## config.mk

```make
export PLATFORM = sky130hd
export DESIGN_NAME = serial_command_router
export DESIGN_NICKNAME = d
export VERILOG_FILES = /design/src/verilog/router_pkg.sv /design/src/verilog/word_fifo.sv /design/src/verilog/serial_command_router.sv
export SDC_FILE = /design/constraint.sdc
export NUM_CORES = 1
export LEC_CHECK = 0
export BUFFER_PORTS_ARGS = -buffer_cell sky130_fd_sc_hd__buf_2
export CAP_MARGIN = 20
export CORE_MARGIN = 3
export CORE_UTILIZATION = 65
export CTS_CLUSTER_SIZE = 10
export DETAILED_ROUTE_END_ITERATION = 6
export PLACE_DENSITY = 0.84
export SLEW_MARGIN = 20
export SYNTH_ARGS = -nofsm -noshare
export SYNTH_HDL_FRONTEND = slang
export SYNTH_HIERARCHICAL = 1
export SYNTH_SLANG_ARGS = --single-unit
```

## constraint.sdc

```tcl
create_clock -name ref_clk -period 10 [get_ports ref_clk]
set_input_delay 2 -clock ref_clk [delete_from_list [all_inputs] [get_ports ref_clk]]
set_output_delay 2 -clock ref_clk [all_outputs]
set_load 0.005 [all_outputs]
```

## src/verilog/router_pkg.sv

```systemverilog
// constants shared by the serial command router and its fifo
package router_pkg;
    localparam int unsigned CLK_HZ        = 100_000_000;
    localparam int unsigned ROUTE_BAUD    = 9600;
    localparam int unsigned PROG_BAUD     = 19200;
    localparam int unsigned ROUTE_DIV     = CLK_HZ / ROUTE_BAUD;
    localparam int unsigned PROG_DIV      = CLK_HZ / PROG_BAUD;
    localparam int unsigned DATA_BITS     = 8;
    localparam int unsigned NUM_PORTS     = 4;
    localparam int unsigned LAMP_MS       = 50;
    localparam int unsigned LAMP_CYCLES   = CLK_HZ / 1000 * LAMP_MS;
    localparam logic [7:0]  CHAR_CR       = 8'h0d;
    localparam logic [7:0]  CHAR_PORT1    = 8'h31;
    localparam logic [7:0]  CHAR_PORT4    = 8'h34;
    localparam int unsigned LINE_MAX      = 32;
    localparam int unsigned FIFO_DEPTH    = 8;
    typedef enum logic { MODE_ROUTER, MODE_PROGRAM } run_mode_t;
endpackage

```

## src/verilog/word_fifo.sv

```systemverilog
// small flip-flop fifo with valid/ready on both sides
`timescale 1ns/1ps
module word_fifo import router_pkg::*; #(
    parameter int WIDTH = 8,
    parameter int DEPTH = FIFO_DEPTH
) (
    // clock and reset
    input  wire logic             ref_clk,
    input  wire logic             srst,
    // fill side
    input  wire logic             in_valid,
    output logic                  in_ready,
    input  wire logic [WIDTH-1:0] in_data,
    // drain side
    output logic                  out_valid,
    input  wire logic             out_ready,
    output logic      [WIDTH-1:0] out_data
);
    localparam int AW = $clog2(DEPTH);
    logic [WIDTH-1:0] mem_reg [DEPTH];
    logic [AW-1:0]    wr_reg;
    logic [AW-1:0]    rd_reg;
    logic [AW:0]      cnt_reg;
    wire              push = in_valid && in_ready;
    wire              pop  = out_valid && out_ready;

    // honest flags straight from the count
    assign in_ready  = (cnt_reg != (AW+1)'(DEPTH));
    assign out_valid = (cnt_reg != '0);
    assign out_data  = mem_reg[rd_reg];

    // pointer and count update
    always_ff @(posedge ref_clk) begin
        if (srst) begin
            wr_reg  <= '0;
            rd_reg  <= '0;
            cnt_reg <= '0;
        end else begin
            if (push) begin
                mem_reg[wr_reg] <= in_data;
                wr_reg <= (wr_reg == AW'(DEPTH-1)) ? '0 : wr_reg + 1'b1;
            end
            if (pop)
                rd_reg <= (rd_reg == AW'(DEPTH-1)) ? '0 : rd_reg + 1'b1;
            cnt_reg <= cnt_reg + (AW+1)'(push) - (AW+1)'(pop);
        end
    end
endmodule

```

## src/verilog/serial_command_router.sv

```systemverilog
// four-port serial command router with host and drive uarts
//
// What this block does
// - 9600 baud, 8 data, 1 stop, no parity
// - no flow-control lines on any link
// - forward host commands to four drives, relay replies
// - leading port digit sends line to that drive
// - no address digit means broadcast to all
// - reply is prefixed with replying port digit
// - traffic lamp pulses once per host command
// - power lamp lit while drive one powered
// - routing runs only in router-only power-up mode
// - program mode runs without host attached
// - host port runs 19200 in program mode
// - input reads on only while current flows
// - four independently controlled switching outputs
// - operator terminal shares the host port
`timescale 1ns/1ps
module serial_command_router import router_pkg::*; #(
    parameter int LAMP_TICKS  = LAMP_CYCLES,
    parameter int ROUTE_TICKS = ROUTE_DIV,
    parameter int PROG_TICKS  = PROG_DIV
) (
    // clock and reset
    input  wire logic                 ref_clk,
    input  wire logic                 srst,
    // host or operator terminal serial port
    input  wire logic                 host_rx,
    output logic                      host_tx,
    // drive serial ports
    input  wire logic [NUM_PORTS-1:0] drive_rx,
    output logic      [NUM_PORTS-1:0] drive_tx,
    // mode and drive one supply sense
    input  wire logic                 router_only_mode,
    input  wire logic                 drive1_power,
    // isolated inputs and outputs
    input  wire logic [3:0]           opto_current,
    output logic      [3:0]           opto_in_state,
    input  wire logic [3:0]           prog_out_set,
    output logic      [3:0]           switch_out,
    // program engine host port in program mode
    output logic                      prog_rx_valid,
    output logic      [7:0]           prog_rx_data,
    // lamps
    output logic                      host_traffic_lamp,
    output logic                      power_lamp
);
    localparam int NR = NUM_PORTS + 1;  // receivers: drives then host
    localparam int LW = $clog2(LINE_MAX);

    // two-flop synchronisers for every pin input
    logic [NR-1:0] rx_s1_reg, rx_s2_reg;
    logic [3:0]    io_s1_reg, io_s2_reg;
    logic [1:0]    mode_s1_reg, mode_s2_reg;
    always_ff @(posedge ref_clk) begin
        if (srst) begin
            rx_s1_reg   <= '1;
            rx_s2_reg   <= '1;
            io_s1_reg   <= '0;
            io_s2_reg   <= '0;
            mode_s1_reg <= '0;
            mode_s2_reg <= '0;
        end else begin
            rx_s1_reg   <= {host_rx, drive_rx};
            rx_s2_reg   <= rx_s1_reg;
            io_s1_reg   <= opto_current;
            io_s2_reg   <= io_s1_reg;
            mode_s1_reg <= {drive1_power, router_only_mode};
            mode_s2_reg <= mode_s1_reg;
        end
    end

    // power-up mode captured after reset, held until next reset
    // mode latched once
    run_mode_t mode_reg;
    logic      mode_taken_reg;
    logic [1:0] mode_wait_reg;
    always_ff @(posedge ref_clk) begin
        if (srst) begin
            mode_reg       <= MODE_ROUTER;
            mode_taken_reg <= 1'b0;
            mode_wait_reg  <= '0;
        end else if (!mode_taken_reg) begin
            mode_wait_reg <= mode_wait_reg + 2'd1;
            if (mode_wait_reg == 2'd3) begin
                mode_taken_reg <= 1'b1;
                mode_reg <= mode_s2_reg[0] ? MODE_ROUTER : MODE_PROGRAM;
            end
        end
    end
    wire routing = mode_taken_reg && (mode_reg == MODE_ROUTER);

    wire [15:0] host_div = (mode_reg == MODE_PROGRAM) ?
                           16'(PROG_TICKS) : 16'(ROUTE_TICKS);

    logic [NR-1:0]      rx_valid;
    logic [7:0]         rx_byte [NR];
    logic [NR-1:0]      rxb_reg;
    logic [15:0]        rxc_reg [NR];
    logic [3:0]         rxn_reg [NR];
    logic [7:0]         rxsh_reg [NR];
    logic [NR-1:0]      rxv_reg;
    for (genvar g = 0; g < NR; g++) begin : g_rx
        wire [15:0] div  = (g == NUM_PORTS) ? host_div : 16'(ROUTE_TICKS);
        wire        line = rx_s2_reg[g];
        assign rx_valid[g] = rxv_reg[g];
        assign rx_byte[g]  = rxsh_reg[g];
        always_ff @(posedge ref_clk) begin
            if (srst) begin
                rxb_reg[g]  <= 1'b0;
                rxc_reg[g]  <= '0;
                rxn_reg[g]  <= '0;
                rxsh_reg[g] <= '0;
                rxv_reg[g]  <= 1'b0;
            end else begin
                rxv_reg[g] <= 1'b0;
                if (!rxb_reg[g]) begin
                    if (!line) begin  // start edge, sample mid-bit
                        rxb_reg[g] <= 1'b1;
                        rxc_reg[g] <= div >> 1;
                        rxn_reg[g] <= '0;
                    end
                end else if (rxc_reg[g] != '0) begin
                    rxc_reg[g] <= rxc_reg[g] - 16'd1;
                end else begin
                    rxc_reg[g] <= div - 16'd1;
                    rxn_reg[g] <= rxn_reg[g] + 4'd1;
                    if (rxn_reg[g] == 4'd0 && line)
                        rxb_reg[g] <= 1'b0;  // false start
                    else if (rxn_reg[g] inside {[4'd1:4'd8]})
                        rxsh_reg[g] <= {line, rxsh_reg[g][7:1]};
                    else if (rxn_reg[g] == 4'd9) begin
                        rxb_reg[g] <= 1'b0;
                        rxv_reg[g] <= line;  // bad stop bit drops byte
                    end
                end
            end
        end
    end

    // transmitter shared shape, one per port
    logic [NR-1:0]  tx_go;
    logic [7:0]     tx_byte [NR];
    logic [NR-1:0]  tx_busy_reg;
    logic [15:0]    txc_reg [NR];
    logic [3:0]     txn_reg [NR];
    logic [9:0]     txsh_reg [NR];
    for (genvar g = 0; g < NR; g++) begin : g_tx
        wire [15:0] div = (g == NUM_PORTS) ? host_div : 16'(ROUTE_TICKS);
        always_ff @(posedge ref_clk) begin
            if (srst) begin
                tx_busy_reg[g] <= 1'b0;
                txc_reg[g]     <= '0;
                txn_reg[g]     <= '0;
                txsh_reg[g]    <= '1;
            end else if (!tx_busy_reg[g]) begin
                if (tx_go[g]) begin
                    tx_busy_reg[g] <= 1'b1;
                    txsh_reg[g]    <= {1'b1, tx_byte[g], 1'b0};
                    txc_reg[g]     <= div - 16'd1;
                    txn_reg[g]     <= '0;
                end
            end else if (txc_reg[g] != '0) begin
                txc_reg[g] <= txc_reg[g] - 16'd1;
            end else begin
                txc_reg[g]  <= div - 16'd1;
                txsh_reg[g] <= {1'b1, txsh_reg[g][9:1]};
                txn_reg[g]  <= txn_reg[g] + 4'd1;
                if (txn_reg[g] == 4'd9)
                    tx_busy_reg[g] <= 1'b0;
            end
        end
    end
    assign drive_tx = {txsh_reg[3][0], txsh_reg[2][0],
                       txsh_reg[1][0], txsh_reg[0][0]};
    assign host_tx  = txsh_reg[NUM_PORTS][0];

    // host byte fifo; backs up if line assembly stalls
    logic       hf_valid, hf_ready;
    logic [7:0] hf_data;
    word_fifo #(.WIDTH(8), .DEPTH(FIFO_DEPTH)) word_fifo_inst (
        .ref_clk   (ref_clk),
        .srst      (srst),
        .in_valid  (rx_valid[NUM_PORTS] && routing),
        .in_ready  (),
        .in_data   (rx_byte[NUM_PORTS]),
        .out_valid (hf_valid),
        .out_ready (hf_ready),
        .out_data  (hf_data)
    );

    // program mode hands host bytes to program engine
    assign prog_rx_valid = rx_valid[NUM_PORTS] &&
                           (mode_reg == MODE_PROGRAM);
    assign prog_rx_data  = rx_byte[NUM_PORTS];

    // line buffer and forward state machine
    typedef enum logic [1:0] { L_COLLECT, L_SEND, L_DONE } line_st_t;
    line_st_t        lst_reg;
    logic [7:0]      line_reg [LINE_MAX];
    logic [LW-1:0]   len_reg, idx_reg;
    logic [3:0]      dest_reg;

    // address decode of a character
    function automatic logic is_addr(input logic [7:0] c);
        return (c >= CHAR_PORT1) && (c <= CHAR_PORT4);
    endfunction

    wire       head_addr = is_addr(line_reg[0]);
    wire [1:0] head_port = 2'(line_reg[0] - CHAR_PORT1);
    // busy rises the edge after a strobe, so no loop through tx_go
    wire       drv_idle  = ~|tx_busy_reg[NUM_PORTS-1:0];
    wire       send_byte = (lst_reg == L_SEND) && drv_idle;
    assign hf_ready = (lst_reg == L_COLLECT);

    // collect until carriage return, then decode
    always_ff @(posedge ref_clk) begin
        if (srst) begin
            lst_reg  <= L_COLLECT;
            len_reg  <= '0;
            idx_reg  <= '0;
            dest_reg <= '0;
        end else begin
            unique case (lst_reg)
                L_COLLECT: if (hf_valid) begin
                    line_reg[len_reg] <= hf_data;
                    if (len_reg != LW'(LINE_MAX-1))
                        len_reg <= len_reg + 1'b1;  // overflow rewrites last slot
                    if (hf_data == CHAR_CR)
                        lst_reg <= L_DONE;
                end
                L_DONE: begin
                    if (head_addr) begin
                        dest_reg <= 4'b0001 << head_port;
                        idx_reg  <= LW'(1);
                    end else begin
                        dest_reg <= '1;
                        idx_reg  <= '0;
                    end
                    lst_reg <= L_SEND;
                end
                L_SEND: if (send_byte) begin
                    idx_reg <= idx_reg + 1'b1;
                    if (idx_reg == len_reg - 1'b1) begin
                        lst_reg <= L_COLLECT;
                        len_reg <= '0;
                    end
                end
                default: lst_reg <= L_COLLECT;
            endcase
        end
    end

    for (genvar g = 0; g < NUM_PORTS; g++) begin : g_dgo
        assign tx_go[g]   = send_byte && dest_reg[g];
        assign tx_byte[g] = line_reg[idx_reg];
    end

    // reply relay: one drive owns host tx for a whole reply line
    logic                 rep_act_reg, rep_pfx_reg;
    logic [1:0]           rep_port_reg;
    logic [7:0]           rep_hold [NUM_PORTS];
    logic [NUM_PORTS-1:0] rep_has;
    logic [NUM_PORTS-1:0] rep_pop;
    wire                  host_free = !tx_busy_reg[NUM_PORTS];
    logic [1:0]           pick;
    logic                 any_wait;

    // a byte fifo per drive; the prefix costs a byte time per
    // line, so a single holding slot would lose every reply tail
    for (genvar g = 0; g < NUM_PORTS; g++) begin : g_rep
        assign rep_pop[g] = tx_go[NUM_PORTS] && !rep_pfx_reg &&
                            (rep_port_reg == 2'(g));
        word_fifo #(.WIDTH(8), .DEPTH(FIFO_DEPTH)) word_fifo_inst (
            .ref_clk   (ref_clk),
            .srst      (srst),
            .in_valid  (rx_valid[g] && routing),
            .in_ready  (),
            .in_data   (rx_byte[g]),
            .out_valid (rep_has[g]),
            .out_ready (rep_pop[g]),
            .out_data  (rep_hold[g])
        );
    end

    // lowest numbered waiting drive wins the host line
    always_comb begin
        pick = '0;
        any_wait = |rep_has;
        for (int i = NUM_PORTS - 1; i >= 0; i--)
            if (rep_has[i]) pick = 2'(i);
    end
    wire [7:0] cur_byte = rep_hold[rep_port_reg];
    assign tx_go[NUM_PORTS] = host_free && rep_act_reg &&
                              (rep_pfx_reg || rep_has[rep_port_reg]);
    assign tx_byte[NUM_PORTS] = rep_pfx_reg ?
                                CHAR_PORT1 + 8'(rep_port_reg) : cur_byte;

    // reply ownership; released once the carriage return goes out
    always_ff @(posedge ref_clk) begin
        if (srst) begin
            rep_act_reg  <= 1'b0;
            rep_pfx_reg  <= 1'b0;
            rep_port_reg <= '0;
        end else if (!rep_act_reg && any_wait) begin
            rep_act_reg  <= 1'b1;
            rep_pfx_reg  <= 1'b1;
            rep_port_reg <= pick;
        end else if (tx_go[NUM_PORTS]) begin
            rep_pfx_reg <= 1'b0;
            if (!rep_pfx_reg && cur_byte == CHAR_CR)
                rep_act_reg <= 1'b0;
        end
    end

    logic [31:0] lamp_cnt_reg;
    always_ff @(posedge ref_clk) begin
        if (srst)
            lamp_cnt_reg <= '0;
        else if (lst_reg == L_DONE)
            lamp_cnt_reg <= 32'(LAMP_TICKS);
        else if (lamp_cnt_reg != '0)
            lamp_cnt_reg <= lamp_cnt_reg - 32'd1;
    end

    // registered lamp and io outputs
    always_ff @(posedge ref_clk) begin
        if (srst) begin
            host_traffic_lamp <= 1'b0;
            power_lamp        <= 1'b0;
            opto_in_state     <= '0;
            switch_out        <= '0;
        end else begin
            host_traffic_lamp <= (lamp_cnt_reg != '0);
            power_lamp        <= mode_s2_reg[1];
            opto_in_state     <= io_s2_reg;
            switch_out        <= prog_out_set;
        end
    end
endmodule

```

## Yosys cells after proc, flatten, opt, wreduce, memory -nomap -nowiden

Memory sizes are Yosys's and may differ from the RTL's. A register that Yosys moved wholly into a read port is not among the register bits.
Index checks and enable logic that the tools add are counted.

| storage, ports and cells | value |
|---|---|
| register bits | 153 |
| bits of input ports | 17 |
| logic and storage cells | 666 |
| memory bits (writable) | 861 |
| memories kept | 12 |

Memories:

| memory | depth | bits a word | rd ports | clocked after Yosys merged registers in | write ports | RTL line | text |
|---|---|---|---|---|---|---|---|
| line_reg | 32 | 8 | 2 | 1 | 1 | serial_command_router.sv:200 | `logic [7:0] line_reg [LINE_MAX];` |
| rxc_reg | 5 | 16 | 5 | 0 | 5 | serial_command_router.sv:99 | `logic [15:0] rxc_reg [NR];` |
| txc_reg | 5 | 16 | 5 | 0 | 5 | serial_command_router.sv:145 | `logic [15:0] txc_reg [NR];` |
| g_rep[0].word_fifo_inst.mem_reg | 8 | 8 | 1 | 1 | 1 | word_fifo.sv:20 | `logic [WIDTH-1:0] mem_reg [DEPTH];` |
| g_rep[1].word_fifo_inst.mem_reg | 8 | 8 | 1 | 1 | 1 | word_fifo.sv:20 |  |
| g_rep[2].word_fifo_inst.mem_reg | 8 | 8 | 1 | 1 | 1 | word_fifo.sv:20 |  |
| +6 memories | n/a | n/a | n/a | n/a | n/a | n/a |  |

| operators by class | value |
|---|---|
| bitwise logic cells | 78 |
| eq/ne operators | 40 |
| mux-type cells | 333 |
| shift-type cells | 1 |
| add/sub/neg operators | 48 |
| $lt $le $gt $ge | 14 |
| reduce and logical (&&, ||, !) cells | 88 |

Operators by type and width:

| cell | count |
|---|---|
| two-way mux 16 bit | 30 |
| two-way mux 1 bit | 221 |
| nonzero test 16 bit | 10 |
| subtractor 16 x 1 -> 16 bit, second input constant | 10 |
| two-way mux 9 bit | 10 |
| two-way mux 4 bit | 21 |
| OR 1 bit | 65 |
| two-way mux 8 bit | 8 |
| two-way mux 3 bit | 20 |
| two-way mux 23 bit | 2 |
| logical AND 1 bit | 42 |
| adder 4 x 1 -> 4 bit, second input constant | 10 |
| == test 4 bit, second input constant | 10 |
| two-way mux 5 bit | 7 |
| nonzero test 32 bit | 1 |
| subtractor 32 x 1 -> 32 bit, second input constant | 1 |
| adder 3 x 1 -> 3 bit, second input constant | 10 |
| == test 3 bit, second input constant | 10 |
| OR reduction 6 bit | 5 |
| adder 4 x 1 -> 4 bit | 5 |
| >= comparator 4 x 1 -> 1 bit, second input constant | 5 |
| <= comparator 4 bit, second input constant | 5 |
| zero test 4 bit | 5 |
| inequality test 4 bit, second input constant | 5 |
| other kinds (37) | 84 |

## Depth between registers and ports, before layout

Gate-level depths: netlist of run 1.

| logic depth | value |
|---|---|
| depth in word-level cells | 12 |
| mapped depth | 17 |

## By module

Netlist of run 1, hierarchy kept.

By module, submodules not included:

| module | instances | area each (sq um) | cells each |
|---|---|---|---|
| serial_command_router | 1 | 29320.6 | 2201 |
| word_fifo at g_rep[1].word_fifo_inst ... | 3 | 3196.8 | 171 |
| word_fifo at g_rep[0].word_fifo_inst | 1 | 3196.8 | 174 |
| word_fifo at g_rep[2].word_fifo_inst | 1 | 3195.6 | 172 |

## Least setup slack after synthesis of run 1

Ideal clock, no wire load.

| timing path | value |
|---|---|
| path kind | input port to flip-flop |
| from | input srst |
| to | memory txc_reg[0][0] (enable) |
| path buffers | 4 |
| cell stages on the path | 6 |
| data arrival time | 3.705 ns |
| path slack | 5.884 ns |
| data required time | 9.589 ns |
| path through | clkbuf_1 > clkbuf_1 > clkbuf_1 > clkbuf_1 > nor2_1 > o21ai_0 |

RTL lines:

| item | RTL line | text |
|---|---|---|
| start: declaration | serial_command_router.sv:26 | `input wire logic srst,` |
| end: declaration | serial_command_router.sv:145 |  |

==> flow_summary_export.csv, run 1 <==
group,metric,value,unit
sta,min_period,3.83,ns
yosys,synth_seq_area_share,64.7,%
yosys,synthTopCellsByCount,"edfxtp_1, nor2_1, dfxtp_1",
final_layout,multi_input_area,0.0150,mm^2
sta,rsz0062_at_grt,"false",
global_routing,gr-total-overflow,0,
clock_network,cts_buffer_depth,3,
final_layout,insertedDiodeCount,0,
worst_setup_path,r2r-end,"g_rep[1].word_fifo_inst/cnt_reg[2]$_SDFF_PP0_",
floorplan,fp.dieArea,0.0729,mm^2
clock_network,cts_root_buf,"clkbuf_16",
worst_setup_path,crit_path_end_kind,"register",
clock_network,numClockSinks,1034,
worst_setup_path,reg2reg_slack,6.18,ns
worst_setup_path,path_delay_family,"buffers and inverters",
sta,max_freq,261,MHz
yosys,yosysUniqueCellTypes,71,
worst_setup_path,worstPathMaxFanout,74,
worst_setup_path,worstRegToRegCells,15,
run_status,status,"finished, final reports clean",
yosys,yosysWarnings,6,
final_layout,regArea,0.0293,mm^2
floorplan,io_pins,41,
detailed_routing,vias,26315,
sta,skew,0.0418,ns
global_routing,grt_pass1_vias,26831,
worst_setup_path,slowest_stage,"buf_4",
place,routabilityCongestion,0.816,
floorplan,die-height,270,um
yosys,ys_ff_latch,1034,
clock_network,cts-buffers-inserted,114,
global_routing,antenna_found_initial,0,
sta,finalMaxSlewViolations,0,
sta,tns,0,ns
clock_network,cts_resized,0,
yosys,synth_top_area_share,57.1,%
detailed_routing,wl_per_cell,22.4,um
min_path,min-delay-start,"rx_s1_reg[2]$_SDFF_PP1_",
yosys,synth_fp_nets,3194,
yosys,syn-cell-area,0.0453,mm^2
clock_network,clk_pin_slew_worst_paths,0.05,ns
final_layout,syn2layout_area_growth,9.38,%
worst_setup_path,cp_cell_sequence,"buf_6 -> buf_4 -> nor4b_2 -> a21oi_1 -> o21ai_0",
sta,holdWs,0.414,ns
final_layout,fillers,3953,
worst_setup_path,cpPeakStageDelay,0.71,ns
global_routing,grt_max_degree,75,
yosys,synthCells,3060,
yosys,synth-main-ff-cell,"edfxtp_1",
pwr,p_total,10.0,mW
sta,finalHoldViolCount,0,
worst_setup_path,path_depth,5,
worst_setup_path,cp-startpoint,"srst",
detailed_routing,drcViolationCount,0,
pwr,power.density,203,mW/mm^2
sta,fin_crit_sh,38.3,%
final_layout,final_nets,3240,
yosys,yosysMostFrequentCell,"edfxtp_1",
floorplan,start_util,65.8,%
worst_setup_path,crit_arrival,4.18,ns
min_path,hold_depth,1,
clock_network,cts_tree,"done",
sta,tightest_slew,1.07,ns
yosys,synth_area_leaders,"edfxtp_1, dfxtp_1, mux4_2, mux4_1, ha_1",
worst_setup_path,startpoint_type,"input port",
floorplan,coreArea,0.0688,mm^2
worst_setup_path,r2r-start,"g_rep[0].word_fifo_inst/cnt_reg[2]$_SDFF_PP0_",
yosys,async_flop_share,0,%
place,portBuffers,40,
flow_run,cap_viol_max_count,0,
detailed_routing,wl,92500,um
min_path,min_path_type,"register to register",
yosys,synth-edff-count,861,
detailed_routing,dr.pass1.iters,6,
worst_setup_path,crit_required,10.35,ns
sta,finalSetupViolations,0,
detailed_routing,drt_iter0_drc,2756,
place,dp_hpwl,57900,um
detailed_routing,drt.antenna.violating_nets,0,
clock_network,hold_buffers,0,
final_layout,drive_above_1_share,12.0,%
pwr,power.leakage,16.4,nW
detailed_routing,vias_per_cell,6.36,
global_routing,grt_pass1_wl,146000,um
yosys,synth_top_area_cell,"edfxtp_1",
sta,slew-limit-headroom,28.7,%
worst_setup_path,crit_buf_inv,2,
global_routing,grt_usage,25.2,%
pwr,peakVddDrop,0.170,mV
min_path,min_to,"rx_s2_reg[2]$_SDFF_PP1_",
clock_network,cts_setup_buffers,0,
floorplan,rows,96,
floorplan,die_w,270,um
worst_setup_path,crit_type,"input port to register",
clock_network,htree_num_levels,3,
yosys,syn_area_per_cell,14.8,um^2
clock_network,clk_latency,0.68,ns
## stage by stage
stage	cells	util, %	instance area [um^2]	setup slack (ns)
3_5_place_dp	3920	67.1	46200	5.56
4_1_cts	4136	72.0	49500	6.20
3_3_place_gp	3920	67.1	46200	5.60
2_1_floorplan	3060	-	45300	5.88
5_1_grt	4137	72.0	49600	5.98
6_report	4137	72.0	49600	6.17
## cell type report
class                           count  area share (%)
Clock buffer                      210            6.61
Clock inverter                      6           0.149
Inverter                          100           0.758
Multi-Input combinational cell   1795            30.2
Sequential cell                  1034            59.2
Tap cell                          931            2.35
Timing Repair Buffer               61           0.730
## worst reg2reg max path: stages, from the launching register on
cell and delay, ns:
dfxtp_1 0.29, inv_1 0.09, ha_1 0.15, or3b_2 0.57, mux4_2 0.51, nor2_1 0.14
or2_2 0.17, nor2_1 0.08, and2_1 0.21, and2_1 0.22, ha_1 0.31, inv_1 0.05
ha_1 0.21, fa_1 0.43, xnor2_1 0.18, nor2_1 0.05
## logic make-up after synthesis
logic type / Yosys count / share of synthesized area (%)
DFF: 1034 / 64.7
and+or+nand+nor: 929 / 10.9
AOI/OAI and AO/OA: 346 / 4.91
muxes: 235 / 10.6
buffers and inverters: 231 / 2.33
xor gates and xnor gates: 168 / 3.25
adders and majority gates: 117 / 3.31
## power by group
| group | leakage (nW) | total [mW] | internal (mW) | switching [mW] |
|---|---|---|---|---|
| Combinational | 5.42 | 1.11 | 0.382 | 0.731 |
| Clock | 1.59 | 3.79 | 2.19 | 1.60 |
| Sequential | 9.43 | 5.15 | 4.98 | 0.175 |
| Total | 16.4 | 10.0 | 7.54 | 2.51 |
## cells in the final DEF (no fill, tap or decap), drive strengths merged, types with 8 or more instances in the layout
cell type	synthesis	final
nand4b	19	19
nand2	90	90
inv	99	101
nand3	74	74
ha	112	112
buf	52	60
nand3b	18	18
edfxtp	861	861
nor4b	15	15
a21oi	117	117
or3	33	33
a211oi	9	9
or2	17	17
nor3	85	85
a21bo	12	12
nand2b	57	57
mux4	169	169
o21ai	75	75
xor2	62	62
o31ai	19	19
nor4	38	38
a2bb2oi	21	21
or3b	12	12
xnor2	106	106
dfxtp	173	173
mux2	45	45
and3	12	12
o31a	9	9
or4	24	24
and2	60	60
a31o	8	8
clkbuf	79	211
mux2i	21	21
nor2b	59	59
a31oi	22	22
nand4	8	8
nor2	286	286
## routing by layer
metal / part of all wire [%] / global-route usage (%) / routed length [um] / up-vias
li1: - / - / - / 11800
met1: 40 / 32.8 / 36700 / 13365
met2: 52 / 43.9 / 47900 / 978
met3: 5.9 / 3.80 / 5460 / 172
met4: 2.6 / 8.64 / 2430 / 0
met5: 0 / 0 / 0 / -
## worst max path at each step
| stage | to |
|---|---|
| 4_1_cts | g_rep[1].word_fifo_inst/cnt_reg[2]$_SDFF_PP0_ |
| 5_1_grt | txc_reg[2][5]$_SDFFCE_PP1P_ |
| 2_1_floorplan | txc_reg[0][0]$_SDFFCE_PP1P_ |
| 3_3_place_gp | txn_reg[0][1]$_SDFFCE_PN0P_ |
| 3_5_place_dp | txsh_reg[4][7]$_SDFFCE_PN1P_ |
| 6_report | txc_reg[2][1]$_SDFFCE_PP1P_ |
Power figures use the tool's default switching activity.
==> run 2, diff against run 1 <==
--- a/config.mk
+++ b/config.mk
@@ -8,10 +8,10 @@
 export BUFFER_PORTS_ARGS = -buffer_cell sky130_fd_sc_hd__buf_2
 export CAP_MARGIN = 20
 export CORE_MARGIN = 3
-export CORE_UTILIZATION = 65
+export CORE_UTILIZATION = 57
 export CTS_CLUSTER_SIZE = 10
 export DETAILED_ROUTE_END_ITERATION = 6
-export PLACE_DENSITY = 0.84
+export PLACE_DENSITY = 0.78
 export SLEW_MARGIN = 20
 export SYNTH_ARGS = -nofsm -noshare
 export SYNTH_HDL_FRONTEND = slang
==> constraint.sdc (replaced) <==
create_clock -name ref_clk -period 3.2 [get_ports ref_clk]
set_input_delay 0.64 -clock ref_clk [delete_from_list [all_inputs] [get_ports ref_clk]]
set_output_delay 0.64 -clock ref_clk [all_outputs]
set_load 0.005 [all_outputs]
==> flow_summary_export.csv, run 2 (synthesized netlist as in run 1, its figures left out) <==
group,metric,value,unit
worst_setup_path,cp-startpoint,"g_rep[1].word_fifo_inst/cnt_reg[2]$_SDFF_PP0_",
detailed_routing,drt.antenna.violating_nets,0,
pwr,switching_share,24.9,%
worst_setup_path,crit_type,"register to register",
clock_network,htree_num_levels,3,
clock_network,cts_buffer_depth,3,
worst_setup_path,worstPathMaxFanout,5,
final_layout,layout_commonest_cell,"edfxtp_1",
worst_setup_path,crit_arrival,3.89,ns
place,routabilityCongestion,0.834,
run_status,status,"finished, violations left",
worst_setup_path,startpoint_type,"register",
worst_setup_path,worstRegToRegCells,14,
pwr,p_clk_share,38.0,%
sta,max_freq,307,MHz
flow_run,cap_viol_max_count,0,
global_routing,gr-total-overflow,0,
sta,finalSetupViolations,7,
run_status,violations,"DRC, setup timing",
sta,finalHoldViolCount,0,
global_routing,grt_usage,22.3,%
worst_setup_path,cpPeakStageDelay,0.55,ns
final_layout,post-route-util,65.4,%
clock_network,numClockSinks,1034,
global_routing,antenna_found_initial,1,
sta,min_period,3.26,ns
sta,tightest_slew,0.800,ns
pwr,pwr-share-seq,50.6,%
pwr,peakVddDrop,0.680,mV
global_routing,grt_pass1_wl,147000,um
sta,finalMaxSlewViolations,0,
detailed_routing,wl,92200,um
floorplan,io_pins,41,
floorplan,start_util,58.0,%
worst_setup_path,cp-endpoint,"g_rep[0].word_fifo_inst/cnt_reg[1]$_SDFF_PP0_",
detailed_routing,dr.pass1.iters,7,
place,portBuffers,40,
detailed_routing,drt_iter0_drc,2139,
sta,fin_crit_sh,102,%
global_routing,grt_max_degree,81,
worst_setup_path,cp_cell_sequence,"inv_2 -> ha_4 -> or3b_4 -> mux4_2 -> nor2_2 -> or2_4 -> nor2_4 -> and2_4 -> and2_4 -> ha_4 -> inv_2 -> ha_4 -> fa_2 -> nor2b_4",
worst_setup_path,reg2reg_slack,-0.06,ns
pwr,power.density,620,mW/mm^2
worst_setup_path,worst_path_most_repeated_cell,"ha_4",
pwr,p_int,23.8,mW
final_layout,layout_common_cells,"edfxtp_1, nor2_1, dfxtp_1, buf_4, clkbuf_16",
final_layout,finish.instance_area,0.0511,mm^2
worst_setup_path,crit_required,3.84,ns
floorplan,die_w,288,um
floorplan,coreArea,0.0781,mm^2
pwr,switching_power,7.90,mW
detailed_routing,vias_per_cell,6.04,
clock_network,cts_tree,"done",
detailed_routing,drcViolationCount,8,
floorplan,die-height,288,um
pwr,pwr-share-comb,11.4,%
global_routing,grt_pass1_vias,26942,
clock_network,cts-buffers-inserted,115,
clock_network,cts_root_buf,"clkbuf_16",
clock_network,clk_pin_slew_worst_paths,0.06,ns
final_layout,syn2layout_area_growth,12.8,%
worst_setup_path,r2r-start,"g_rep[1].word_fifo_inst/cnt_reg[2]$_SDFF_PP0_",
sta,fin_ws,-0.0553,ns
worst_setup_path,crit_path_end_kind,"register",
final_layout,drive_above_1_share,17.2,%
floorplan,fp.dieArea,0.0829,mm^2
detailed_routing,vias,26429,
floorplan,rows,102,
place,place_area,0.0475,mm^2
pwr,power.leakage,17.2,nW
worst_setup_path,slowest_stage,"fa_2",
sta,rsz0062_at_grt,"true",
sta,slew-limit-headroom,46.2,%
place,dp_hpwl,59300,um
detailed_routing,wl_per_cell,21.1,um
worst_setup_path,r2r-end,"g_rep[0].word_fifo_inst/cnt_reg[1]$_SDFF_PP0_",
final_layout,final_nets,3383,
clock_network,clk_latency,0.69,ns
min_path,min_path_type,"input port to register",
sta,skew,0.0539,ns
==> run 2: cell count changes in the layout (fill, tap and decap cells not counted), sizes merged <==
cell | previous run | this run
clkinv | 5 | 7
buf | 60 | 203
clkbuf | 211 | 196
diode | 0 | 2
==> run 2: metrics by stage <==
step                std cells  TNS (ns)  setup WS (ns)  hold slack (ns)  power (mW)
detailed placement       4159    -0.617         -0.169            0.394        19.8
floorplan                3060    -0.276        -0.0709            0.389        18.7
CTS                      4369  -0.00743       -0.00743           0.0920        31.9
finish                   4378    -0.130        -0.0553            0.127        31.7
global route             4376    -0.608        -0.0937            0.110        32.8
global placement         4159   -0.0403        -0.0403            0.405        19.6
==> run 2: timing repair <==
| item | in CTS | in global routing |
|---|---|---|
| pin swaps | 9 | 6 |
| hold buffers | 0 | 0 |
| endpoints found under the setup margin | 8 | 27 |
| setup buffers | 6 | 7 |
| gates resized for setup | 14 | 8 |
==> run 2: area by class of cell <==
class                      count  area [um^2]
timing repair buffer         203         1490
tap                         1040         1300
sequential                  1034        29300
fill                        5202        27000
clock buffer                 196         3270
antenna                        2         5.00
clock inverter                 8          179
multi-input combinational   1795        15200
inverter                     100          375
==> run 2: critical path: cells and delay by family (launching register included) <==
family	cells	cell delay, ns
buf+inv	2	0.13
simple gates	7	1.17
flops	1	0.32
fa+ha+maj	4	1.08
mux	1	0.50
==> run 2: metal layers <==
metal / global-route usage, % / part of all wire [%]
met1: 29.5 / 41
met2: 38.4 / 51
met3: 3.10 / 5.3
met4: 7.35 / 2.9
met5: 0 / 0
==> run 2: power groups by stage <==
| stage | logic [mW] | clock network (mW) | registers, mW |
|---|---|---|---|
| after floorplan | 2.57 | 0 | 16.1 |
| after global placement | 3.34 | 0 | 16.2 |
| after detailed placement | 3.54 | 0 | 16.3 |
| after CTS | 3.58 | 12.3 | 16.0 |
| after global routing | 3.95 | 12.8 | 16.1 |
| final | 3.61 | 12.0 | 16.0 |
==> run 2: worst min path at each step <==
stage	slack (ns)	startpoint	to	cells past startpoint
after floorplan	0.39	rx_s1_reg[0]$_SDFF_PP1_	rx_s2_reg[0]$_SDFF_PP1_	1
after global placement	0.40	rx_s1_reg[0]$_SDFF_PP1_	rx_s2_reg[0]$_SDFF_PP1_	1
after detailed placement	0.39	rx_s1_reg[0]$_SDFF_PP1_	rx_s2_reg[0]$_SDFF_PP1_	1
after CTS	0.09	drive_rx[0]	rx_s1_reg[0]$_SDFF_PP1_	2
after global routing	0.11	drive_rx[0]	rx_s1_reg[0]$_SDFF_PP1_	2
final	0.13	drive_rx[3]	rx_s1_reg[3]$_SDFF_PP1_	2
